`src/pkg/icc_defines.svh`:
```
`ifndef ICC_DEFINES_SVH
`define ICC_DEFINES_SVH

// register byte offsets on the bus
`define ICC_OFS_CTRL 5'h00
`define ICC_OFS_BUF 5'h04
`define ICC_OFS_STAT 5'h08
`define ICC_OFS_CLR 5'h0C
`define ICC_OFS_IEN 5'h10

// control register field positions
`define ICC_STOP_IDLE_BIT 13
`define ICC_TSEL_HI 12
`define ICC_TSEL_LO 10
`define ICC_CPI_HI 6
`define ICC_CPI_LO 5
`define ICC_OVF_BIT 4
`define ICC_BNE_BIT 3
`define ICC_MODE_HI 2
`define ICC_MODE_LO 0

// reset values
`define ICC_CTRL_RST 16'h0000
`define ICC_IEN_RST 3'h0

// event bits of status, clear and enable registers
`define ICC_EV_CAPTURE 0
`define ICC_EV_OVERFLOW 1
`define ICC_EV_WAKE 2

// mode codes
`define ICC_MODE_OFF 3'h0
`define ICC_MODE_ANY 3'h1
`define ICC_MODE_FALL 3'h2
`define ICC_MODE_RISE 3'h3
`define ICC_MODE_PRE4 3'h4
`define ICC_MODE_PRE16 3'h5
`define ICC_MODE_UNUSED 3'h6
`define ICC_MODE_WAKE 3'h7

// timebase select codes
`define ICC_TB_T2_ALT 3'h0
`define ICC_TB_T2 3'h1
`define ICC_TB_T4 3'h2
`define ICC_TB_T5 3'h3
`define ICC_TB_T1 3'h4
`define ICC_TB_SYS 3'h7

// prescaler terminal counts (edges minus one)
`define ICC_PRE4_LAST 4'h3
`define ICC_PRE16_LAST 4'hF

`endif

```
`src/pkg/icc_pkg.sv`:
```
package icc_pkg;
   // bus answer sequencer
   typedef enum logic {ICC_BUS_IDLE, ICC_BUS_ANSWER} icc_bus_state_t;
   // timebase word
   typedef logic [15:0] icc_word_t;
endpackage

```
`src/design/icc_mem.sv`:
```
`timescale 1ns/1ps
// small capture store, registered read port with write-through
module icc_mem #(
   parameter int WIDTH = 16,
   parameter int DEPTH = 4,
   parameter int AW = 2
) (
   input wire logic clk_i,
   input wire logic we_i,
   input wire logic [AW-1:0] waddr_i,
   input wire logic [WIDTH-1:0] wdata_i,
   input wire logic [AW-1:0] raddr_i,
   output logic [WIDTH-1:0] rdata_o
);
   logic [WIDTH-1:0] mem [DEPTH];  // storage, no reset needed

   // refused at elaboration: the pointers wrap on AW bits only
   if (DEPTH != (1 << AW)) begin : g_bad_depth
      $error("icc_mem: DEPTH must equal 2**AW");
   end

   // write port
   always_ff @(posedge clk_i) begin
      if (we_i) begin
         mem[waddr_i] <= wdata_i;
      end
   end

   // read port; a write to the word being read passes straight through
   // so a push into an empty store is visible on the next cycle
   always_ff @(posedge clk_i) begin
      if (we_i && (waddr_i == raddr_i)) begin
         rdata_o <= wdata_i;
      end else begin
         rdata_o <= mem[raddr_i];
      end
   end
endmodule // icc_mem

```
`src/design/icc_top.sv`:
```
`timescale 1ns/1ps
`include "icc_defines.svh"
// Overview of operation
// stop-in-idle set halts channel during idle
// timebase select picks timer or system count
// interrupt every one to four captures
// any-edge mode ignores captures-per-interrupt
// overflow flag set by hardware only
// buffer-not-empty shows unread captures remain
// mode 111 is a sleep/idle wake pin
// modes 000 and 110 disable the channel
// mode 101 captures every sixteenth rising edge
// mode 100 captures every fourth rising edge
// 011 rising, 010 falling edge captures
// mode 001 captures on every edge
// software routes input through pin mapping
// capture pushes timebase; reads oldest first
// capture into full buffer sets overflow
module icc_top #(
   parameter int DEPTH = 4,  // capture buffer words
   parameter int AW = 2      // log2 of DEPTH
) (
   input wire logic clk_i,
   input wire logic rst_n_i,
   input wire logic [4:0] avm_address_i,
   input wire logic avm_read_i,
   input wire logic avm_write_i,
   input wire logic [31:0] avm_writedata_i,
   input wire logic [3:0] avm_byteenable_i,
   output logic [31:0] avm_readdata_o,
   output logic avm_waitrequest_o,
   input wire logic capture_input_i,
   input wire logic cpu_idle_i,
   input wire logic cpu_sleep_i,
   input wire icc_pkg::icc_word_t general_timer_one_i,
   input wire icc_pkg::icc_word_t general_timer_two_i,
   input wire icc_pkg::icc_word_t general_timer_four_i,
   input wire icc_pkg::icc_word_t general_timer_five_i,
   output logic irq_o
);
   import icc_pkg::*;

   // refused at elaboration: level and pointers assume a power of two
   if (DEPTH < 2 || DEPTH != (1 << AW)) begin : g_bad_depth
      $error("icc_top: DEPTH must be a power of two, at least 2");
   end

   // control register fields
   logic stop_in_idle;  // halt during cpu idle
   logic [2:0] timebase_select;
   logic [1:0] captures_per_interrupt;
   logic overflow_flag;  // hardware-only sticky
   logic [2:0] capture_mode_select;
   logic [2:0] irq_status;  // sticky events
   logic [2:0] irq_enable;
   icc_bus_state_t bus_state;

   // capture machinery
   logic capture_q;  // input one cycle ago
   logic [3:0] pre_cnt;  // rising edges seen by prescaler
   logic [1:0] cpi_cnt;  // captures since last interrupt
   logic [AW:0] level;  // words held in buffer
   logic [AW-1:0] wr_ptr;
   logic [AW-1:0] rd_ptr;
   icc_word_t sys_cnt;  // system clock timebase
   icc_word_t buf_rdata;

   // bus decode
   wire logic bus_req = (avm_read_i | avm_write_i) &&
                        (bus_state == ICC_BUS_IDLE);
   wire logic bus_acc = (bus_state == ICC_BUS_ANSWER);
   wire logic wr_acc = bus_acc & avm_write_i;
   wire logic rd_acc = bus_acc & avm_read_i;
   wire logic sel_ctrl = (avm_address_i == `ICC_OFS_CTRL);
   wire logic sel_buf = (avm_address_i == `ICC_OFS_BUF);
   wire logic sel_stat = (avm_address_i == `ICC_OFS_STAT);
   wire logic sel_clr = (avm_address_i == `ICC_OFS_CLR);
   wire logic sel_ien = (avm_address_i == `ICC_OFS_IEN);
   wire logic wr_ctrl_lo = wr_acc & sel_ctrl & avm_byteenable_i[0];
   wire logic wr_ctrl_hi = wr_acc & sel_ctrl & avm_byteenable_i[1];
   wire logic [2:0] new_mode = avm_writedata_i[`ICC_MODE_HI:`ICC_MODE_LO];
   // a new mode restarts prescaler and capture counting
   wire logic mode_load = wr_ctrl_lo && (new_mode != capture_mode_select);

   // buffer state
   wire logic buf_empty = (level == '0);
   wire logic buf_full = (level == (AW + 1)'(DEPTH));
   wire logic buffer_not_empty = !buf_empty;

   // power state gating; wake mode ignores idle halt
   wire logic low_power = cpu_sleep_i | cpu_idle_i;
   wire logic halted = cpu_sleep_i | (stop_in_idle & cpu_idle_i);
   wire logic mode_wake = (capture_mode_select == `ICC_MODE_WAKE);
   // off and unused codes fall outside this range
   wire logic mode_cap = (capture_mode_select >= `ICC_MODE_ANY) &&
                         (capture_mode_select <= `ICC_MODE_PRE16);
   wire logic run = mode_cap & !halted;

   // edge detection on the already synchronous input
   wire logic rise = capture_input_i & !capture_q;
   wire logic fall = !capture_input_i & capture_q;
   wire logic mode_pre4 = (capture_mode_select == `ICC_MODE_PRE4);
   wire logic mode_pre16 = (capture_mode_select == `ICC_MODE_PRE16);
   wire logic mode_pre = mode_pre4 | mode_pre16;
   wire logic [3:0] pre_last = mode_pre16 ? `ICC_PRE16_LAST :
                               `ICC_PRE4_LAST;
   wire logic pre_hit = rise && (pre_cnt == pre_last);
   logic edge_hit;

   // qualifying edge per mode
   always_comb begin
      case (capture_mode_select)
         `ICC_MODE_ANY: edge_hit = rise | fall;
         `ICC_MODE_FALL: edge_hit = fall;
         `ICC_MODE_RISE: edge_hit = rise;
         `ICC_MODE_PRE4: edge_hit = pre_hit;
         `ICC_MODE_PRE16: edge_hit = pre_hit;
         default: edge_hit = 1'b0;
      endcase
   end

   wire logic capture_evt = run & edge_hit;
   wire logic push = capture_evt & !buf_full;
   wire logic ovf_set = capture_evt & buf_full;
   wire logic pop = rd_acc & sel_buf & !buf_empty;
   // any-edge mode interrupts on every stored capture
   wire logic any_mode = (capture_mode_select == `ICC_MODE_ANY);
   wire logic cpi_done = any_mode ||
                         (cpi_cnt == captures_per_interrupt);
   wire logic cap_irq_evt = push & cpi_done;
   wire logic wake_evt = mode_wake & low_power & rise;
   logic [15:0] push_data;

   // timebase select; reserved codes capture zero
   always_comb begin
      case (timebase_select)
         `ICC_TB_SYS: push_data = sys_cnt;
         `ICC_TB_T1: push_data = general_timer_one_i;
         `ICC_TB_T5: push_data = general_timer_five_i;
         `ICC_TB_T4: push_data = general_timer_four_i;
         `ICC_TB_T2: push_data = general_timer_two_i;
         `ICC_TB_T2_ALT: push_data = general_timer_two_i;
         default: push_data = 16'h0000;
      endcase
   end

   // read-back of the control word
   wire logic [15:0] ctrl_word = {2'b00, stop_in_idle, timebase_select,
      3'b000, captures_per_interrupt, overflow_flag, buffer_not_empty,
      capture_mode_select};
   wire logic [2:0] ev_set = {wake_evt, ovf_set, cap_irq_evt};
   wire logic [2:0] ev_clr = (wr_acc & sel_clr) ?
                             avm_writedata_i[2:0] : 3'b000;
   // set wins over a clear in the same cycle
   wire logic [2:0] next_status = (irq_status & ~ev_clr) | ev_set;
   wire logic [2:0] next_enable = (wr_acc & sel_ien & avm_byteenable_i[0]) ?
                                  avm_writedata_i[2:0] : irq_enable;
   // buffer word is read from the pointer that will stand after this edge
   wire logic [AW-1:0] next_rd_ptr = pop ? rd_ptr + 1'b1 : rd_ptr;
   logic [31:0] next_rdata;

   // read mux; unmapped and write-only addresses read zero
   always_comb begin
      next_rdata = 32'h0000_0000;
      if (sel_ctrl) begin
         next_rdata = {16'h0000, ctrl_word};
      end else if (sel_buf) begin
         next_rdata = {16'h0000, buf_rdata};
      end else if (sel_stat) begin
         next_rdata = {29'h0, irq_status};
      end else if (sel_ien) begin
         next_rdata = {29'h0, irq_enable};
      end
   end

   // bus answer: one wait cycle, then waitrequest low for one cycle
   always_ff @(posedge clk_i or negedge rst_n_i) begin
      if (!rst_n_i) begin
         bus_state <= ICC_BUS_IDLE;
         avm_waitrequest_o <= 1'b1;
         avm_readdata_o <= 32'h0000_0000;
      end else begin
         case (bus_state)
            ICC_BUS_IDLE: begin
               if (bus_req) begin
                  bus_state <= ICC_BUS_ANSWER;
                  avm_waitrequest_o <= 1'b0;
                  avm_readdata_o <= next_rdata;
               end
            end
            ICC_BUS_ANSWER: begin
               bus_state <= ICC_BUS_IDLE;
               avm_waitrequest_o <= 1'b1;
            end
            default: begin
               bus_state <= ICC_BUS_IDLE;
               avm_waitrequest_o <= 1'b1;
            end
         endcase
      end
   end

   // control register; status bits are hardware only
   always_ff @(posedge clk_i or negedge rst_n_i) begin
      if (!rst_n_i) begin
         {stop_in_idle, timebase_select} <= 4'h0;
         captures_per_interrupt <= 2'h0;
         capture_mode_select <= `ICC_MODE_OFF;
      end else begin
         if (wr_ctrl_hi) begin
            stop_in_idle <= avm_writedata_i[`ICC_STOP_IDLE_BIT];
            timebase_select <= avm_writedata_i[`ICC_TSEL_HI:`ICC_TSEL_LO];
         end
         if (wr_ctrl_lo) begin
            captures_per_interrupt <=
               avm_writedata_i[`ICC_CPI_HI:`ICC_CPI_LO];
            capture_mode_select <= new_mode;
         end
      end
   end

   // overflow: set by a lost capture, cleared only by turning off
   always_ff @(posedge clk_i or negedge rst_n_i) begin
      if (!rst_n_i) begin
         overflow_flag <= 1'b0;
      end else if (ovf_set) begin
         overflow_flag <= 1'b1;
      end else if (capture_mode_select == `ICC_MODE_OFF) begin
         overflow_flag <= 1'b0;
      end
   end

   // edge history and system clock timebase
   always_ff @(posedge clk_i or negedge rst_n_i) begin
      if (!rst_n_i) begin
         capture_q <= 1'b0;
         sys_cnt <= 16'h0000;
      end else begin
         capture_q <= capture_input_i;
         sys_cnt <= sys_cnt + 16'h0001;
      end
   end

   // prescaler counts rising edges only while running
   always_ff @(posedge clk_i or negedge rst_n_i) begin
      if (!rst_n_i) begin
         pre_cnt <= 4'h0;
      end else if (mode_load || !mode_pre) begin
         pre_cnt <= 4'h0;
      end else if (run && rise) begin
         pre_cnt <= pre_hit ? 4'h0 : pre_cnt + 4'h1;
      end
   end

   // captures-per-interrupt counter; stored captures only
   always_ff @(posedge clk_i or negedge rst_n_i) begin
      if (!rst_n_i) begin
         cpi_cnt <= 2'h0;
      end else if (mode_load || !mode_cap) begin
         cpi_cnt <= 2'h0;
      end else if (push) begin
         cpi_cnt <= cpi_done ? 2'h0 : cpi_cnt + 2'h1;
      end
   end

   // buffer pointers; oldest word leaves first
   always_ff @(posedge clk_i or negedge rst_n_i) begin
      if (!rst_n_i) begin
         wr_ptr <= '0;
         rd_ptr <= '0;
         level <= '0;
      end else begin
         if (push) begin
            wr_ptr <= wr_ptr + 1'b1;
         end
         rd_ptr <= next_rd_ptr;
         case ({push, pop})
            2'b10: level <= level + 1'b1;
            2'b01: level <= level - 1'b1;
            default: level <= level;
         endcase
      end
   end

   // interrupt status, enable and level output
   always_ff @(posedge clk_i or negedge rst_n_i) begin
      if (!rst_n_i) begin
         irq_status <= 3'h0;
         irq_enable <= `ICC_IEN_RST;
         irq_o <= 1'b0;
      end else begin
         irq_status <= next_status;
         irq_enable <= next_enable;
         irq_o <= |(next_status & next_enable);
      end
   end

   icc_mem #(
      .WIDTH(16),
      .DEPTH(DEPTH),
      .AW(AW)
   ) u_mem (
      .clk_i(clk_i),
      .we_i(push),
      .waddr_i(wr_ptr),
      .wdata_i(push_data),
      .raddr_i(next_rd_ptr),
      .rdata_o(buf_rdata)
   );
endmodule // icc_top

```
`config.mk`:
```
export PLATFORM = sky130hd
export DESIGN_NAME = icc_top
export DESIGN_NICKNAME = d
export VERILOG_FILES = /design/src/pkg/icc_pkg.sv /design/src/design/icc_mem.sv /design/src/design/icc_top.sv
export VERILOG_INCLUDE_DIRS = /design/src /design/src/pkg
export SDC_FILE = /design/constraint.sdc
export NUM_CORES = 1
export LEC_CHECK = 0
export BUFFER_PORTS_ARGS = -buffer_cell sky130_fd_sc_hd__buf_2
export CORE_MARGIN = 3
export CORE_UTILIZATION = 45
export CTS_CLUSTER_DIAMETER = 60
export DETAILED_ROUTE_END_ITERATION = 6
export GPL_ROUTABILITY_DRIVEN = 0
export PLACE_DENSITY = 0.71
export SYNTH_ARGS = -nofsm -noshare
export SYNTH_HDL_FRONTEND = slang
export SYNTH_HIERARCHICAL = 1
export SYNTH_SLANG_ARGS = --single-unit
```
`constraint.sdc`:
```
create_clock -name clk_i -period 3.3 [get_ports clk_i]
set_clock_uncertainty 0.05 [all_clocks]
set_input_delay 0.495 -clock clk_i [delete_from_list [all_inputs] [get_ports clk_i]]
set_output_delay 0.495 -clock clk_i [all_outputs]
set_load 0.03 [all_outputs]
```
==> impl_metrics.json <==
{
  "hpwlAfterDp_um": 9680,
  "num_rows": 42,
  "path_max_fanout": 9,
  "dr.pass1.iters": 5,
  "fp.dieH_um": 124,
  "yosys.area.top_type_share_pct": 30.7,
  "yosys-top-cells-area": "edfxtp_1 31%, dfrtp_1 26%, mux4_2 3.6%, mux2i_1 3.2%, nand2_1 2.7%",
  "finalSetupViolations": 0,
  "synthFlopType": "edfxtp_1",
  "end_kind": "flop",
  "area_delta_synth_final_pct": 19.6,
  "hold_violations": 0,
  "post-route-period-util_pct": 82.2,
  "cts-resized-gates": 0,
  "port-buffer-count": 104,
  "ios": 146,
  "wl_per_cell_um": 17.5,
  "start_util_pct": 46.6,
  "grt_start_max_net_pins": 66,
  "grt_pass1_wl_um": 21700,
  "worst_ep_arrival_time_ns": 3.00,
  "synth_edf_count": 64,
  "post-route-drc-count": 0,
  "synth_seq_area_share_pct": 57.3,
  "ys_types": 60,
  "rsz0062_at_grt": "no",
  "antenna_found_initial": 0,
  "max_slew_margin_pct": 44.0,
  "cts_made_buffers": 17,
  "route.vias.total": 4345,
  "die_w_um": 124,
  "die-area_um2": 15400,
  "wl_um": 13800,
  "ctsRootBufferMaster": "clkbuf_16",
  "grt_use_total_pct": 18.7,
  "clockBufferDepth": 2,
  "layout_setup_ws_ns": 0.589,
  "syn_inst": 491,
  "cts_setup_buffers": 0,
  "grt-ovfl-total": 0,
  "nets": 719,
  "required_ns": 3.59,
  "drv_cap": 0,
  "pre_cts_slack_ns": 0.361,
  "avgViaCountPerCell": 5.49,
  "cts_tree": "built",
  "h-tree-depth": 4,
  "synth_area_um2": 6270,
  "yosysTopAreaCell": "edfxtp_1",
  "worst_slew_pin_slew_ns": 0.837,
  "timing.final.max_slew_violations": 0,
  "first_global_vias": 4234,
  "clk_latency_ns": 0.42,
  "core_um2": 13500,
  "synth.ff_latch_count": 131,
  "drtAntennaViolNets": 0,
  "hp-class": "in2reg",
  "holdWs_ns": 0.168,
  "p_per_area_nw_per_um2": 587,
  "postSynth.asyncResetShare_pct": 49.6,
  "critical_path_class": "reg2reg",
  "peakVddDrop_v": 0.000478,
  "postCtsHoldBufs": 0,
  "syn_area_per_cell_um2": 12.8,
  "clock_sinks": 131,
  "drive_above_1_share_pct": 29.5,
  "max_freq_ghz": 0.369,
  "path_clk_slew_ns": 0.05,
  "tns_ns": 0,
  "leakage_nw": 3.19,
  "synth.yosys.warnings": 6,
  "status": "finished clean",
  "finalCriticalPeriod_ns": 2.71,
  "drtIter0Drc": 293,
  "start_kind": "flop"
}
==> layout make-up <==
type | instances | area (um2)
Tap cell | 176 | 220
Inverter | 18 | 67.6
Sequential cell | 131 | 3590
Fill cell | 1146 | 5950
Multi-Input combinational cell | 316 | 2420
Clock buffer | 24 | 482
Timing Repair Buffer | 117 | 618
Clock inverter | 8 | 103
Antenna cell | 1 | 2.50
==> layer usage <==
layer | vias up | track usage [%] | part of all wire (%)
li1 | 2019 | - | -
met1 | 2126 | 25.5 | 45
met2 | 189 | 29.1 | 47
met3 | 11 | 5.68 | 7.8
met4 | 0 | 5.61 | 0.77
met5 | - | 0 | 0
==> path summary, 6_finish.rpt <==
check / from / end / slack (ns) / cells past startpoint
max in group asynchronous: rst_n_i / sys_cnt[12] / 2.43 / 2
hold / removal: capture_input_i / capture_q / 0.17 / 1
setup reg to reg: capture_q / level[2] / 0.59 / 12
min in group asynchronous: rst_n_i / pre_cnt[2] / 0.20 / 2
hold reg to reg: avm_readdata_o[8] / avm_readdata_o[8] / 0.41 / 2
setup / recovery: capture_q / level[2] / 0.59 / 12
==> cells in the final DEF, fill, tap and decap left out, drive strengths merged, types with 6 or more instances in the layout <==
cell	n
and3	8
xor2	11
a22oi	10
nand2	45
mux2i	20
conb	16
nand3	19
a221oi	16
edfxtp	64
inv	18
nand4	6
o21ai	22
a31oi	7
clkbuf	24
a21oi	25
mux4	16
xnor2	15
dfrtp	64
nor2	20
buf	117
mux2	12
==> cells by family after synthesis <==
kind of cell / count (synthesis) / synth area share (%)
AO/OA/AOI/OAI: 97 / 10.3
XOR/XNOR: 26 / 3.63
adder cells (fa/ha/maj): 6 / 1.32
buffers and inverters: 59 / 5.21
flip-flops: 131 / 57.3
multiplexers: 48 / 11.6
other: 1 / 0.0598
AND/OR/NAND/NOR: 123 / 10.6
==> registers in the layout, indices dropped and copies added (netlist names), 2 cells and up, named ones only <==
signal / cells
pre_cnt: 4
u_mem/mem: 64
level: 3
cpi_cnt: 2
irq_status: 3
timebase_select: 3
captures_per_interrupt: 2
capture_mode_select: 3
sys_cnt: 16
wr_ptr: 2
avm_readdata_o: 16
rd_ptr: 2
irq_enable: 3
==> worst max-delay path, cell delays in order, from the launching register on <==
cell	delay, ns
dfrtp_1	0.35
inv_1	0.05
ha_1	0.26
mux2_2	0.30
a21oi_1	0.23
o22ai_4	0.16
nand2_1	0.19
ha_1	0.20
inv_1	0.06
fa_1	0.37
xor2_1	0.15
nor2_1	0.12
xor2_1	0.15
==> per-stage QoR <==
stage | cells | util [%] | power, W | area [um2]
after detailed placement | 758 | 51.4 | 0.00259 | 6910
after global placement | 758 | 51.4 | 0.00256 | 6910
after global routing | 790 | 55.7 | 0.00458 | 7500
after floorplan | 506 | - | 0.00241 | 6320
after CTS | 790 | 55.7 | 0.00443 | 7500
final | 791 | 55.7 | 0.00440 | 7500
==> where the power goes <==
group          switching [W]  total (W)  leakage [nW]  internal [W]
Clock               0.000672    0.00184         0.280       0.00117
Combinational       0.000353   0.000622          1.46      0.000270
Sequential         0.0000943    0.00194          1.45       0.00184
==> Yosys cell counts (all sizes together), types with 14 or more instances <==
| master | number |
|---|---|
| edfxtp | 64 |
| nand3 | 19 |
| mux4 | 16 |
| clkbuf | 14 |
| xnor2 | 15 |
| nand2 | 45 |
| o21ai | 22 |
| mux2i | 20 |
| a21oi | 25 |
| dfrtp | 64 |
| a221oi | 16 |
| nor2 | 20 |
| inv | 18 |
| buf | 27 |
(Power assumes the default switching activity.)
